===== src/inc/status_out_pkg.sv =====
// Constants shared by the drive status-output logic
package status_out_pkg;
  // Register byte offsets on the Avalon-MM slave
  localparam logic [5:0] OFS_TERMINAL = 6'h00;
  localparam logic [5:0] OFS_RELAY = 6'h04;
  localparam logic [5:0] OFS_ACCEL_THR = 6'h08;
  localparam logic [5:0] OFS_DECEL_THR = 6'h0C;
  localparam logic [5:0] OFS_ZERO_SPEED = 6'h10;
  localparam logic [5:0] OFS_WARN_TIME = 6'h14;
  localparam logic [5:0] OFS_LOGIC_SEL = 6'h18;
  localparam logic [5:0] OFS_MAX_FREQ = 6'h1C;
  localparam logic [5:0] OFS_STATUS = 6'h20;
  localparam logic [5:0] OFS_RUN_HOURS = 6'h24;
  localparam logic [5:0] OFS_ON_HOURS = 6'h28;
  // Logic select field positions
  localparam int LSEL_A_LSB = 0;
  localparam int LSEL_B_LSB = 8;
  localparam int LSEL_OP_LSB = 16;
  // Function codes (decimal codes written in hex)
  localparam logic [7:0] CODE_RUN = 8'h00;
  localparam logic [7:0] CODE_SPEED = 8'h01;
  localparam logic [7:0] CODE_OVER = 8'h02;
  localparam logic [7:0] CODE_ONLY = 8'h06;
  localparam logic [7:0] CODE_RUN_OVR = 8'h0B;
  localparam logic [7:0] CODE_ON_OVR = 8'h0C;
  localparam logic [7:0] CODE_ZERO = 8'h15;
  localparam logic [7:0] CODE_LOG = 8'h21;
  localparam logic [7:0] CODE_MAX = 8'h3C;
  localparam logic [7:0] CODE_NONE = 8'hFF;
  // Logical operators
  localparam logic [1:0] OP_AND = 2'h0;
  localparam logic [1:0] OP_OR = 2'h1;
  localparam logic [1:0] OP_XOR = 2'h2;
  // Flag vector positions
  localparam int FLG_RUN = 0;
  localparam int FLG_SPEED = 1;
  localparam int FLG_OVER = 2;
  localparam int FLG_ONLY = 3;
  localparam int FLG_RUN_OVR = 4;
  localparam int FLG_ON_OVR = 5;
  localparam int FLG_ZERO = 6;
  localparam int FLG_LOG = 7;
  // Frequencies in 0.01 Hz units, then the hysteresis band percentages
  localparam logic [15:0] ARRIVAL_THR_MAX = 16'h9C40;
  localparam logic [15:0] ZERO_SPEED_MAX = 16'h2710;
  localparam logic [15:0] MAX_FREQ_RST = 16'h1770;
  localparam logic [15:0] PCT_ON = 16'h0001;
  localparam logic [15:0] PCT_OFF = 16'h0002;
  localparam logic [15:0] PCT_DIV = 16'h0064;
  // Warning time: units and ranges
  localparam logic [15:0] WARN_MAX = 16'h1999;
  localparam logic [15:0] WARN_EXT_START = 16'h03E8;
  localparam logic [19:0] WARN_UNIT_LO = 20'h0_000A;
  localparam logic [19:0] WARN_UNIT_HI = 20'h0_0064;
  localparam logic [19:0] HOURS_MAX = 20'hF_FFFF;
  // Hour length in control-clock cycles
  localparam longint CLK_HZ = 200_000_000;
  localparam longint HOUR_S = 3600;
  localparam logic [39:0] HOUR_CYCLES_DFLT = 40'(CLK_HZ * HOUR_S);
endpackage : status_out_pkg


===== src/inc/arrival_if.sv =====
// Carrier between the status top and the frequency-arrival unit
`timescale 1ns/1ps
interface arrival_if;
  logic [15:0] out_freq;
  logic [15:0] cmd_freq;
  logic [15:0] accel_thr;
  logic [15:0] decel_thr;
  logic [15:0] band_on;
  logic [15:0] band_off;
  logic running;
  logic decel;
  logic at_speed;
  logic past_thr;
  logic at_thr;
  modport ctrl (
    output out_freq, cmd_freq, accel_thr, decel_thr, band_on, band_off,
    output running, decel,
    input at_speed, past_thr, at_thr
  );
  modport unit (
    input out_freq, cmd_freq, accel_thr, decel_thr, band_on, band_off,
    input running, decel,
    output at_speed, past_thr, at_thr
  );
endinterface : arrival_if


===== src/hw/arrival_flags.sv =====
// Frequency-arrival comparators with hysteresis
`timescale 1ns/1ps
module arrival_flags (
  // Clock and reset
  input wire logic sys_clk,
  input wire logic rst_n,
  // Link to the status top
  arrival_if.unit arr
);
  logic signed [17:0] f;
  logic signed [17:0] c;
  logic signed [17:0] t;
  logic signed [17:0] p_on;
  logic signed [17:0] p_off;
  logic t_en;
  logic at_speed_reg;
  logic past_thr_reg;
  logic at_thr_reg;

  assign f = signed'({2'b00, arr.out_freq});
  assign c = signed'({2'b00, arr.cmd_freq});
  assign p_on = signed'({2'b00, arr.band_on});
  assign p_off = signed'({2'b00, arr.band_off});
  // Decelerating uses its own threshold
  assign t = arr.decel ? signed'({2'b00, arr.decel_thr})
                       : signed'({2'b00, arr.accel_thr});
  assign t_en = (t != 18'sd0);

  // Constant-speed arrival against the active command
  always_ff @(posedge sys_clk or negedge rst_n) begin
    if (!rst_n) begin
      at_speed_reg <= 1'b0;
    end else if (!arr.running) begin
      at_speed_reg <= 1'b0;
    end else if (f >= c - p_on) begin
      at_speed_reg <= 1'b1;
    end else if (f < c - p_off) begin
      at_speed_reg <= 1'b0;
    end
  end

  // Overreached: stays on for any frequency past the threshold
  always_ff @(posedge sys_clk or negedge rst_n) begin
    if (!rst_n) begin
      past_thr_reg <= 1'b0;
    end else if (!t_en || !arr.running) begin
      past_thr_reg <= 1'b0;
    end else if (f >= t - p_on) begin
      past_thr_reg <= 1'b1;
    end else if (f < t - p_off) begin
      past_thr_reg <= 1'b0;
    end
  end

  // Reached-only: drops out on either side of the band
  always_ff @(posedge sys_clk or negedge rst_n) begin
    if (!rst_n) begin
      at_thr_reg <= 1'b0;
    end else if (!t_en || !arr.running) begin
      at_thr_reg <= 1'b0;
    end else if (f > t + p_off) begin
      at_thr_reg <= 1'b0;
    end else if (f < t - p_off) begin
      at_thr_reg <= 1'b0;
    end else if (!arr.decel && f >= t - p_on) begin
      at_thr_reg <= 1'b1;
    end else if (arr.decel && f <= t + p_on) begin
      at_thr_reg <= 1'b1;
    end
  end

  assign arr.at_speed = at_speed_reg;
  assign arr.past_thr = past_thr_reg;
  assign arr.at_thr = at_thr_reg;
endmodule : arrival_flags


===== src/hw/drive_status_output_logic.sv =====
// Status-output flag generation and terminal routing of a motor drive
//
// The implementer's own choices: the placing of the registers and the Avalon-MM slave port.
`timescale 1ns/1ps
module drive_status_output_logic
  import status_out_pkg::*;
#(
  parameter logic [39:0] HOUR_CYCLES = HOUR_CYCLES_DFLT
) (
  // Clock and reset
  input wire logic sys_clk,
  input wire logic rst_n,
  // Avalon-MM slave
  input wire logic [5:0] address,
  input wire logic read,
  input wire logic write,
  input wire logic [31:0] writedata,
  input wire logic [3:0] byteenable,
  output logic [31:0] readdata,
  output logic waitrequest,
  // Drive state, same clock; frequencies in 0.01 Hz
  input wire logic [15:0] output_freq,
  input wire logic [15:0] active_freq_command,
  input wire logic drive_operating,
  input wire logic dc_braking,
  input wire logic decelerating,
  // Output terminals
  output logic output_terminal,
  output logic alarm_relay
);
  logic [7:0] output_terminal_assignment_reg;
  logic [7:0] relay_assignment_reg;
  logic [15:0] accel_arrival_threshold_reg;
  logic [15:0] decel_arrival_threshold_reg;
  logic [15:0] zero_speed_level_reg;
  logic [15:0] overrun_warning_time_reg;
  logic [7:0] logic_operand_a_select_reg;
  logic [7:0] logic_operand_b_select_reg;
  logic [1:0] logic_operator_select_reg;
  logic [15:0] max_freq_reg;
  logic waitrequest_reg;
  logic [31:0] readdata_reg;
  logic [31:0] readdata_next;
  logic wr_take;
  logic rd_take;
  logic running_flag_reg;
  logic run_time_overrun_flag_reg;
  logic power_on_time_overrun_flag_reg;
  logic zero_speed_flag_reg;
  logic logical_result_flag_reg;
  logic output_terminal_reg;
  logic alarm_relay_reg;
  logic [39:0] run_cycles_reg;
  logic [39:0] on_cycles_reg;
  logic [19:0] run_hours_reg;
  logic [19:0] on_hours_reg;
  logic [19:0] warn_hours;
  logic [15:0] band_on;
  logic [15:0] band_off;
  logic [7:0] flags;
  logic opnd_a;
  logic opnd_b;
  logic logic_next;

  arrival_if arr ();

  // Merge write data into an existing value under the byte enables
  function automatic logic [31:0] merge_be(input logic [31:0] old_v,
                                           input logic [31:0] new_v,
                                           input logic [3:0] be);
    logic [31:0] r;
    r = old_v;
    for (int i = 0; i < 4; i++) begin
      if (be[i]) begin
        r[i*8 +: 8] = new_v[i*8 +: 8];
      end
    end
    return r;
  endfunction : merge_be

  // Settings beyond their range are held at the top of the range
  function automatic logic [15:0] clamp16(input logic [31:0] v,
                                          input logic [15:0] lim);
    return (v > {16'h0000, lim}) ? lim : v[15:0];
  endfunction : clamp16

  // Flag chosen by a function code; unknown codes read as off
  function automatic logic pick_flag(input logic [7:0] code,
                                     input logic [7:0] fv);
    logic r;
    r = 1'b0;
    case (code)
      CODE_RUN: r = fv[FLG_RUN];
      CODE_SPEED: r = fv[FLG_SPEED];
      CODE_OVER: r = fv[FLG_OVER];
      CODE_ONLY: r = fv[FLG_ONLY];
      CODE_RUN_OVR: r = fv[FLG_RUN_OVR];
      CODE_ON_OVR: r = fv[FLG_ON_OVR];
      CODE_ZERO: r = fv[FLG_ZERO];
      CODE_LOG: r = fv[FLG_LOG];
      default: r = 1'b0;
    endcase
    return r;
  endfunction : pick_flag

  // Operand of the logical flag: itself, none and codes over 60 give off
  function automatic logic pick_operand(input logic [7:0] code,
                                        input logic [7:0] fv);
    logic r;
    r = 1'b0;
    if (code != CODE_LOG && code != CODE_NONE && code <= CODE_MAX) begin
      r = pick_flag(code, fv);
    end
    return r;
  endfunction : pick_operand

  // Bus handshake: one wait cycle, then a single acknowledge cycle
  assign wr_take = write && !waitrequest_reg;
  assign rd_take = read && !waitrequest_reg;

  always_ff @(posedge sys_clk or negedge rst_n) begin
    if (!rst_n) begin
      waitrequest_reg <= 1'b1;
    end else if ((read || write) && waitrequest_reg) begin
      waitrequest_reg <= 1'b0;
    end else begin
      waitrequest_reg <= 1'b1;
    end
  end

  // Routing and arrival settings
  always_ff @(posedge sys_clk or negedge rst_n) begin
    if (!rst_n) begin
      output_terminal_assignment_reg <= CODE_NONE;
      relay_assignment_reg <= CODE_NONE;
      accel_arrival_threshold_reg <= 16'h0000;
      decel_arrival_threshold_reg <= 16'h0000;
      max_freq_reg <= MAX_FREQ_RST;
    end else if (wr_take) begin
      case (address)
        OFS_TERMINAL: output_terminal_assignment_reg <= 8'(merge_be(
          {24'h00_0000, output_terminal_assignment_reg}, writedata,
          byteenable));
        OFS_RELAY: relay_assignment_reg <= 8'(merge_be(
          {24'h00_0000, relay_assignment_reg}, writedata,
          byteenable));
        OFS_ACCEL_THR: accel_arrival_threshold_reg <= clamp16(merge_be(
          {16'h0000, accel_arrival_threshold_reg}, writedata, byteenable),
          ARRIVAL_THR_MAX);
        OFS_DECEL_THR: decel_arrival_threshold_reg <= clamp16(merge_be(
          {16'h0000, decel_arrival_threshold_reg}, writedata, byteenable),
          ARRIVAL_THR_MAX);
        OFS_MAX_FREQ: max_freq_reg <= 16'(merge_be({16'h0000, max_freq_reg},
          writedata, byteenable));
        default: ;
      endcase
    end
  end

  // Detection and logic settings
  always_ff @(posedge sys_clk or negedge rst_n) begin
    if (!rst_n) begin
      zero_speed_level_reg <= 16'h0000;
      overrun_warning_time_reg <= 16'h0000;
      logic_operand_a_select_reg <= CODE_NONE;
      logic_operand_b_select_reg <= CODE_NONE;
      logic_operator_select_reg <= OP_AND;
    end else if (wr_take) begin
      case (address)
        OFS_ZERO_SPEED: zero_speed_level_reg <= clamp16(merge_be(
          {16'h0000, zero_speed_level_reg}, writedata, byteenable),
          ZERO_SPEED_MAX);
        OFS_WARN_TIME: overrun_warning_time_reg <= clamp16(merge_be(
          {16'h0000, overrun_warning_time_reg}, writedata, byteenable),
          WARN_MAX);
        OFS_LOGIC_SEL: begin
          if (byteenable[0]) begin
            logic_operand_a_select_reg <= writedata[LSEL_A_LSB +: 8];
          end
          if (byteenable[1]) begin
            logic_operand_b_select_reg <= writedata[LSEL_B_LSB +: 8];
          end
          if (byteenable[2]) begin
            logic_operator_select_reg <= writedata[LSEL_OP_LSB +: 2];
          end
        end
        default: ;
      endcase
    end
  end

  // Read data, unmapped offsets read zero
  always_comb begin
    readdata_next = 32'h0000_0000;
    case (address)
      OFS_TERMINAL: readdata_next = {24'h00_0000,
                                     output_terminal_assignment_reg};
      OFS_RELAY: readdata_next = {24'h00_0000, relay_assignment_reg};
      OFS_ACCEL_THR: readdata_next = {16'h0000,
                                      accel_arrival_threshold_reg};
      OFS_DECEL_THR: readdata_next = {16'h0000,
                                      decel_arrival_threshold_reg};
      OFS_ZERO_SPEED: readdata_next = {16'h0000, zero_speed_level_reg};
      OFS_WARN_TIME: readdata_next = {16'h0000, overrun_warning_time_reg};
      OFS_LOGIC_SEL: readdata_next = {14'h0000, logic_operator_select_reg,
                                      logic_operand_b_select_reg,
                                      logic_operand_a_select_reg};
      OFS_MAX_FREQ: readdata_next = {16'h0000, max_freq_reg};
      OFS_STATUS: readdata_next = {24'h00_0000, flags};
      OFS_RUN_HOURS: readdata_next = {12'h000, run_hours_reg};
      OFS_ON_HOURS: readdata_next = {12'h000, on_hours_reg};
      default: readdata_next = 32'h0000_0000;
    endcase
  end

  always_ff @(posedge sys_clk or negedge rst_n) begin
    if (!rst_n) begin
      readdata_reg <= 32'h0000_0000;
    end else if (read && waitrequest_reg) begin
      readdata_reg <= readdata_next;
    end
  end

  // Running flag: braking counts as operating
  always_ff @(posedge sys_clk or negedge rst_n) begin
    if (!rst_n) begin
      running_flag_reg <= 1'b0;
    end else begin
      running_flag_reg <= drive_operating || dc_braking;
    end
  end

  // Hysteresis bands as 1% and 2% of the maximum frequency
  assign band_on = 16'((32'(max_freq_reg) * 32'(PCT_ON)) / 32'(PCT_DIV));
  assign band_off = 16'((32'(max_freq_reg) * 32'(PCT_OFF)) / 32'(PCT_DIV));

  assign arr.out_freq = output_freq;
  assign arr.cmd_freq = active_freq_command;
  assign arr.accel_thr = accel_arrival_threshold_reg;
  assign arr.decel_thr = decel_arrival_threshold_reg;
  assign arr.band_on = band_on;
  assign arr.band_off = band_off;
  assign arr.running = drive_operating || dc_braking;
  assign arr.decel = decelerating;

  arrival_flags u_arrival (
    .sys_clk (sys_clk),
    .rst_n (rst_n),
    .arr (arr.unit)
  );

  // Elapsed time; hour counters saturate rather than wrap
  always_ff @(posedge sys_clk or negedge rst_n) begin
    if (!rst_n) begin
      on_cycles_reg <= 40'h00_0000_0000;
      on_hours_reg <= 20'h0_0000;
    end else if (on_cycles_reg >= HOUR_CYCLES - 40'h00_0000_0001) begin
      on_cycles_reg <= 40'h00_0000_0000;
      if (on_hours_reg != HOURS_MAX) begin
        on_hours_reg <= on_hours_reg + 20'h0_0001;
      end
    end else begin
      on_cycles_reg <= on_cycles_reg + 40'h00_0000_0001;
    end
  end

  always_ff @(posedge sys_clk or negedge rst_n) begin
    if (!rst_n) begin
      run_cycles_reg <= 40'h00_0000_0000;
      run_hours_reg <= 20'h0_0000;
    end else if (drive_operating || dc_braking) begin
      if (run_cycles_reg >= HOUR_CYCLES - 40'h00_0000_0001) begin
        run_cycles_reg <= 40'h00_0000_0000;
        if (run_hours_reg != HOURS_MAX) begin
          run_hours_reg <= run_hours_reg + 20'h0_0001;
        end
      end else begin
        run_cycles_reg <= run_cycles_reg + 40'h00_0000_0001;
      end
    end
  end

  // Warning time in hours: low range in tens, extended in hundreds
  assign warn_hours = (overrun_warning_time_reg < WARN_EXT_START)
    ? 20'(20'(overrun_warning_time_reg) * WARN_UNIT_LO)
    : 20'(20'(overrun_warning_time_reg) * WARN_UNIT_HI);

  always_ff @(posedge sys_clk or negedge rst_n) begin
    if (!rst_n) begin
      run_time_overrun_flag_reg <= 1'b0;
      power_on_time_overrun_flag_reg <= 1'b0;
    end else begin
      run_time_overrun_flag_reg <= (overrun_warning_time_reg != 16'h0000)
        && (run_hours_reg > warn_hours);
      power_on_time_overrun_flag_reg <=
        (overrun_warning_time_reg != 16'h0000)
        && (on_hours_reg > warn_hours);
    end
  end

  always_ff @(posedge sys_clk or negedge rst_n) begin
    if (!rst_n) begin
      zero_speed_flag_reg <= 1'b0;
    end else begin
      zero_speed_flag_reg <= output_freq < zero_speed_level_reg;
    end
  end

  // All flags, each from a flip-flop
  assign flags[FLG_RUN] = running_flag_reg;
  assign flags[FLG_SPEED] = arr.at_speed;
  assign flags[FLG_OVER] = arr.past_thr;
  assign flags[FLG_ONLY] = arr.at_thr;
  assign flags[FLG_RUN_OVR] = run_time_overrun_flag_reg;
  assign flags[FLG_ON_OVR] = power_on_time_overrun_flag_reg;
  assign flags[FLG_ZERO] = zero_speed_flag_reg;
  assign flags[FLG_LOG] = logical_result_flag_reg;

  // Logical result; reading its own flag is blocked to avoid a loop
  assign opnd_a = pick_operand(logic_operand_a_select_reg, flags);
  assign opnd_b = pick_operand(logic_operand_b_select_reg, flags);

  always_comb begin
    logic_next = 1'b0;
    case (logic_operator_select_reg)
      OP_AND: logic_next = opnd_a & opnd_b;
      OP_OR: logic_next = opnd_a | opnd_b;
      OP_XOR: logic_next = opnd_a ^ opnd_b;
      default: logic_next = 1'b0;
    endcase
  end

  always_ff @(posedge sys_clk or negedge rst_n) begin
    if (!rst_n) begin
      logical_result_flag_reg <= 1'b0;
    end else begin
      logical_result_flag_reg <= logic_next;
    end
  end

  // Terminal routing
  always_ff @(posedge sys_clk or negedge rst_n) begin
    if (!rst_n) begin
      output_terminal_reg <= 1'b0;
      alarm_relay_reg <= 1'b0;
    end else begin
      output_terminal_reg <=
        pick_flag(output_terminal_assignment_reg, flags);
      alarm_relay_reg <= pick_flag(relay_assignment_reg, flags);
    end
  end

  assign readdata = readdata_reg;
  assign waitrequest = waitrequest_reg;
  assign output_terminal = output_terminal_reg;
  assign alarm_relay = alarm_relay_reg;
endmodule : drive_status_output_logic


===== config.mk =====
export PLATFORM = sky130hd
export DESIGN_NAME = drive_status_output_logic
export DESIGN_NICKNAME = d
export VERILOG_FILES = /design/src/inc/status_out_pkg.sv /design/src/inc/arrival_if.sv /design/src/hw/arrival_flags.sv /design/src/hw/drive_status_output_logic.sv
export SDC_FILE = /design/constraint.sdc
export NUM_CORES = 1
export LEC_CHECK = 0
export ABC_CLOCK_PERIOD_IN_PS = 11650
export BUFFER_PORTS_ARGS = -buffer_cell sky130_fd_sc_hd__buf_2
export CAP_MARGIN = 25
export CORE_MARGIN = 2
export CORE_UTILIZATION = 45
export CTS_BUF_LIST = sky130_fd_sc_hd__clkbuf_4 sky130_fd_sc_hd__clkbuf_8
export DETAILED_ROUTE_END_ITERATION = 8
export HOLD_SLACK_MARGIN = 0.1
export PLACE_DENSITY = 0.64
export SLEW_MARGIN = 20
export SYNTH_ARGS = -nofsm -noshare
export SYNTH_HDL_FRONTEND = slang
export SYNTH_HIERARCHICAL = 1
export SYNTH_SLANG_ARGS = --single-unit
export TNS_END_PERCENT = 100

===== constraint.sdc =====
create_clock -name sys_clk -period 11.65 [get_ports sys_clk]
set_input_delay 0.5825 -clock sys_clk [delete_from_list [all_inputs] [get_ports sys_clk]]
set_output_delay 0.5825 -clock sys_clk [all_outputs]
set_load 0.02 [all_outputs]

* Yosys cells after proc, flatten, opt, wreduce, memory -nomap -nowiden *
Index checks and enable logic that the tools add are counted.

cells by class
  $add $sub $neg = 10
  order comparisons = 18
  $mul = 2
  mux-type cells = 70
  bitwise operators = 3
  equality and inequality tests = 47
  reductions and logical operators = 41
  divide/modulo/power cells = 2

operator list
  cell                     count
  $mux W8                  42
  $pmux W20 S11            1
  $add A40 B1 Y40 const B  2
  $ge A40 B40 Y1 const B   2
  $mux W16                 5
  $mux W40                 2
  $eq A8 B4 Y1 const B     8
  $gt A32 B16 Y1 const B   2
  $add A20 B1 Y20 const B  2
  $gt A20 B20 Y1           2
  $ne A20 B20 Y1 const B   2
  $add A18 B17 Y18         2
  $ge A17 B18 Y1           2
  $lt A17 B18 Y1           2
  $sub A18 B17 Y18         2
  $sub A16 B16 Y17         2
  $div A16 B7 Y32 const B  1
  $div A17 B7 Y32 const B  1
  $eq A8 B1 Y1 const B     4
  $eq A8 B2 Y1 const B     4
  $eq A8 B3 Y1 const B     4
  $eq A8 B5 Y1 const B     4
  $eq A8 B6 Y1 const B     4
  $gt A32 B13 Y1 const B   1
  other kinds (36)         90

storage, ports and cells
  output and inout bits = 35
  input bits = 81
  logic and storage cells = 220
  bits in registers = 277

* Longest topological paths before layout *
  depth in word-level cells = 9
  gate-level depth with buffers = 49
  gate-level depth less buffers = 43

* Hierarchy *
The synthesis kept the hierarchy.

by module, submodules not included
  module                     sequential area each (um^2)  cells each  area an instance (um^2)  times used
  drive_status_output_logic  6606.3                       2322        20358.3                  1
  arrival_flags              75.1                         897         6794.0                   1

* Worst setup path after synthesis *
No wires, ideal clock.

  path type = register to register
  start = register max_freq_reg[13]
  end = register u_arrival.past_thr_reg (netlist: u_arrival/arr.past_thr)
  path buffers = 3
  arrival time = 9.848 ns
  stages on the path, launching flop included = 44
  data required time = 11.512 ns
  slack = 1.664 ns
  cell sequence = dfrtp_1 -> buf_2 -> or3_1 -> and2_1 -> ha_1 -> nand2b_1 -> o21a_4 -> nor2_4 -> mux2i_1 -> a21oi_1 -> a211o_1 -> o21ai_2 -> mux2_4 -> or4_4 -> and3_4 -> or3_1 -> buf_2 -> and3_4 -> (+8 left out) -> o22ai_1 -> ha_1 -> inv_1 -> fa_1 -> a211oi_1 -> nor2_1 -> o311ai_1 -> a31oi_1 -> o21a_1 -> nor2_1 -> xnor2_1 -> ha_1 -> a2111oi_0 -> o21ai_0 -> o21ai_0 -> nand4b_1 -> o21ai_0 -> o22ai_1

on the way
  elaborated cells on any way between the ends = 9
  those cells by class = add/sub (2); div (2); order compare (2); mux (2); reduce/logical (1)

RTL lines
  item                                 line                              source
  start, declared                      drive_status_output_logic.sv:40   logic [15:0] max_freq_reg;
  start signal, assigned               drive_status_output_logic.sv:153  OFS_MAX_FREQ: max_freq_reg <= 16'(merge_be({16'h0000, max_freq_reg},
  $div A17 B7 Y32                      drive_status_output_logic.sv:235  assign band_off = 16'((32'(max_freq_reg) * 32'(PCT_OFF)) / 32'(PCT_DIV));
  net arr.band_off[7]                  arrival_if.sv:9                   logic [15:0] band_off;
  $sub A18 B17 Y18                     arrival_flags.sv:50               end else if (f < t - p_off) begin
  $lt A17 B18 Y1                       arrival_flags.sv:50
  $reduce_bool A3 Y1 (no source line)  n/a
  end signal, assigned                 arrival_flags.sv:47               past_thr_reg <= 1'b0;
  end signal, assigned                 arrival_flags.sv:49               past_thr_reg <= 1'b1;
  end signal, assigned                 arrival_flags.sv:51               past_thr_reg <= 1'b0;
  end, declared                        arrival_flags.sv:17               logic past_thr_reg;

The timed path passes the listed nets, and every way through them passes these cells.
A chain may end at the register's enable or synchronous reset.

* Final worst setup path *
  start = register max_freq_reg[11]
  end = register u_arrival.at_thr_reg (netlist: u_arrival/arr.at_thr)

on the way
  cells in the longest elaborated chain, start to end = 8
  elaborated cells on any way between the ends = 17
  those cells by class = add/sub (4); div (2); order compare (4); mux (4); reduce/logical (3)

ends and longest elaborated chain
  item                  line                              source
  $div A16 B7 Y32 (*)   drive_status_output_logic.sv:234  assign band_on = 16'((32'(max_freq_reg) * 32'(PCT_ON)) / 32'(PCT_DIV));
  net arr.band_on[8]    arrival_if.sv:8                   logic [15:0] band_on;
  $sub A18 B17 Y18      arrival_flags.sv:65               end else if (!arr.decel && f >= t - p_on) begin
  $ge A17 B18 Y1        arrival_flags.sv:65
  $logic_and A1 B1 Y1   arrival_flags.sv:65
  $mux W1               arrival_flags.sv:65
  $mux W1               arrival_flags.sv:63               end else if (f < t - p_off) begin
  $mux W1               arrival_flags.sv:61               end else if (f > t + p_off) begin
  $mux W1               arrival_flags.sv:59               end else if (!t_en || !arr.running) begin
  end signal, assigned  arrival_flags.sv:60               at_thr_reg <= 1'b0;
  end signal, assigned  arrival_flags.sv:62               at_thr_reg <= 1'b0;
  end signal, assigned  arrival_flags.sv:64               at_thr_reg <= 1'b0;
  end, declared         arrival_flags.sv:18               logic at_thr_reg;

Mark *: on every way through the listed nets, which the timed path passes. The rest lies on a longest branch.

==> results.cfg <==
[synthesis]
yosysTopAreaCell = dfrtp_1
synth-seq-cells = 265
synth_ff_type = dfrtp_1
synth_fa_ha_area_share_pct = 16.7
ys_seq_area_share_pct = 24.6
synth_common_cells = 329 x ha_1, 273 x nor2_1, 225 x dfrtp_1, 225 x nand2_1, 223 x inv_1
synth.yosys.warnings = 6
synthArstFlopShare_pct = 100
synthDistinctLibCells = 131
synth.most_common_cell = ha_1
synth.area.top_cells = dfrtp_1 21%, ha_1 15%, xnor2_1 4.4%
synthesis.area_sq_um = 27200
synth_compound_area_share_pct = 23.3
synth_xor_area_share_pct = 7.15
synth_simple_gate_area_share_pct = 19.0
synth_cells = 3219
post_synth_mux_area_share_pct = 3.76
avgSynthCellArea_sq_um = 8.44
synth_top_area_share_pct = 20.7
synth_top_family_by_area = compound AO/OA/AOI/OAI gates
synth-edff-count = 0

[global_routing]
grt_max_degree = 132
grt_pass1_wl_um = 131000
grt_pass1_vias = 23500
antenna_found_initial = 9
track_usage_pct = 26.1
grt_overflow = 0

[power_and_ir_drop]
peakVddDrop_v = 0.000277
p_per_area_nw_per_um2 = 267
power.total_mw = 7.88
leakage_nw = 13.8

[clocking]
cts_sinks = 265
clkTransAtPathRegs_ns = 0.06
cts.path.max_buffers = 3
cts_root_buffer = clkbuf_8
h-tree-depth = 2
cts_tree = done
numCtsBuffers = 47
clk_latency_ns = 0.63

[sta]
finClkSkew_ns = 0.0444
relSlewSlack_pct = 30.2
fin_crit_ns = 10.96
finalSetupViolations = 0
min_period_over_period_pct = 94.0
hold_viol_final = 0
tightest_slew_ns = 1.02
fmax_mhz = 91.3
slew_viol_final = 0
fin_tns_setup_ns = 0

[worst_setup_path]
crit_type = flop to flop
cp-start-kind = flop
critPathMaxStageDelay_ns = 0.50
critPathSlowestCell = dfrtp_1
end_kind = flop
cp.required_ns = 12.16
critPathMaxFanout = 11
crit_top_cell = ha_1
cp.arrival_ns = 11.46

[routing]
drtIter0Drc = 2011
wl_per_cell_um = 20.2
drc = 0
vias = 24600
drtAntennaViolNets = 0
wl_um = 83200
routed_via_density = 5.99
drt_pass1_iterations = 6

[floorplan]
dieHeight_um = 250
fp.dieArea_sq_um = 62300
rows = 90
start_util_pct = 45.2
core_sq_um = 60000
io_pins = 116
die_w_um = 250

[hold_path]
hold_class = input pin to flop

[run_status]
status = finished, final reports clean

[layout]
drive_gt1_share_pct = 12.8
nNetsFinal = 3722
syn_to_final_growth_pct = 8.74

[placed_design]
io_buffers = 103
routabilityCongestion = 0.954
place_hpwl_um = 64400

[run]
drv_cap = 0
## repair_timing
action / 4_1_cts / 5_1_grt
setup buffers: 0 / 4
hold endpoints to repair: 0 / 71
gates resized for setup: 0 / 20
setup endpoints to repair: 0 / 3
hold buffers: 0 / 1
## worst max-delay path: cells and delay by family (launching register included)
kind	cells	cell delay (ns)
AO/OA/AOI/OAI	23	5.65
XOR/XNOR	2	0.40
adder cells (fa/ha/maj)	4	1.22
buffers and inverters	2	0.40
flip-flops	1	0.50
multiplexers	1	0.12
AND/OR/NAND/NOR	11	2.56
## cells by family after synthesis
| kind of cell | after synthesis |
|---|---|
| multiplexers | 93 |
| buffers and inverters | 364 |
| XOR/XNOR | 220 |
| AND/OR/NAND/NOR | 1026 |
| flip-flops | 265 |
| AO/OA/AOI/OAI | 896 |
| adder cells (fa/ha/maj) | 354 |
| other | 1 |
## cells in the final DEF (no fill, tap or decap), types with 15 or more instances in the layout
cell / n
xnor2_1: 136
clkbuf_8: 58
or3_1: 24
nand4_1: 47
buf_2: 102
fa_1: 18
inv_1: 223
a22oi_1: 35
nor4_1: 24
ha_1: 329
conb_1: 34
nor2b_1: 50
and2_1: 25
a22o_1: 44
nand2b_1: 38
o21ai_0: 170
o211ai_1: 20
and4_1: 16
o31ai_1: 27
a21o_1: 62
and3_1: 40
a31oi_1: 43
o21bai_1: 15
o21a_1: 26
nand3_1: 103
a211oi_1: 33
a21oi_1: 183
buf_4: 23
mux2_2: 58
nand2_1: 225
a221oi_1: 20
nor2_1: 273
nor3_1: 80
xor2_1: 82
mux2i_1: 30
dfrtp_1: 225
dfstp_2: 40
## metal layers
| layer | routed length (um) | global-route usage (%) | vias up |
|---|---|---|---|
| met5 | 45 | 0 | - |
| met3 | 5100 | 2.83 | 175 |
| met1 | 37100 | 35.6 | 11700 |
| met4 | 3360 | 10.3 | 8 |
| li1 | - | - | 11900 |
| met2 | 37600 | 42.4 | 817 |
## cell type report
type	instances	area, sq um
well taps	782	978
inverters	228	856
diodes	4	10.0
flip-flops and latches	265	6680
fillers	5819	30500
clock buffers	72	903
repair buffers	129	741
multi-input cells	2623	19200
clock inverters	14	121
## metrics by stage
stage / setup slack [ns] / instance area, sq um / std cells / hold WS, ns / utilization (%)
3_5_place_dp: 0.291 / 28300 / 4020 / 0.461 / 47.2
3_3_place_gp: 0.461 / 28300 / 4020 / 0.457 / 47.2
4_1_cts: 0.241 / 29300 / 4106 / 0.108 / 48.9
5_1_grt: -0.0192 / 29500 / 4116 / 0.185 / 49.2
6_report: 0.694 / 29500 / 4117 / 0.163 / 49.2
2_1_floorplan: 1.66 / 27300 / 3252 / 0.287 / -
## path summary, 6_finish.rpt
check / start / end / slack (ns) / depth (start not counted)
worst min register to register: readdata[8]$_DFFE_PN0P_ / readdata[8]$_DFFE_PN0P_ / 0.47 / 1
min in group asynchronous: rst_n / u_arrival/arr.at_speed$_DFFE_PN0P_ / 0.52 / 2
max in group asynchronous: rst_n / overrun_warning_time_reg[2]$_DFFE_PN0P_ / 8.90 / 4
worst min-delay path: write / waitrequest$_DFF_PN1_ / 0.16 / 2
worst max-delay path: max_freq_reg[11]$_DFFE_PN0P_ / u_arrival/arr.at_thr$_DFFE_PN0P_ / 0.69 / 43
worst max register to register: max_freq_reg[11]$_DFFE_PN0P_ / u_arrival/arr.at_thr$_DFFE_PN0P_ / 0.69 / 43
## where the power goes
group	switching [mW]	internal, mW
logic	3.46	2.42
clock network	0.422	0.523
registers	0.0879	0.971
(Power assumes the default switching activity.)
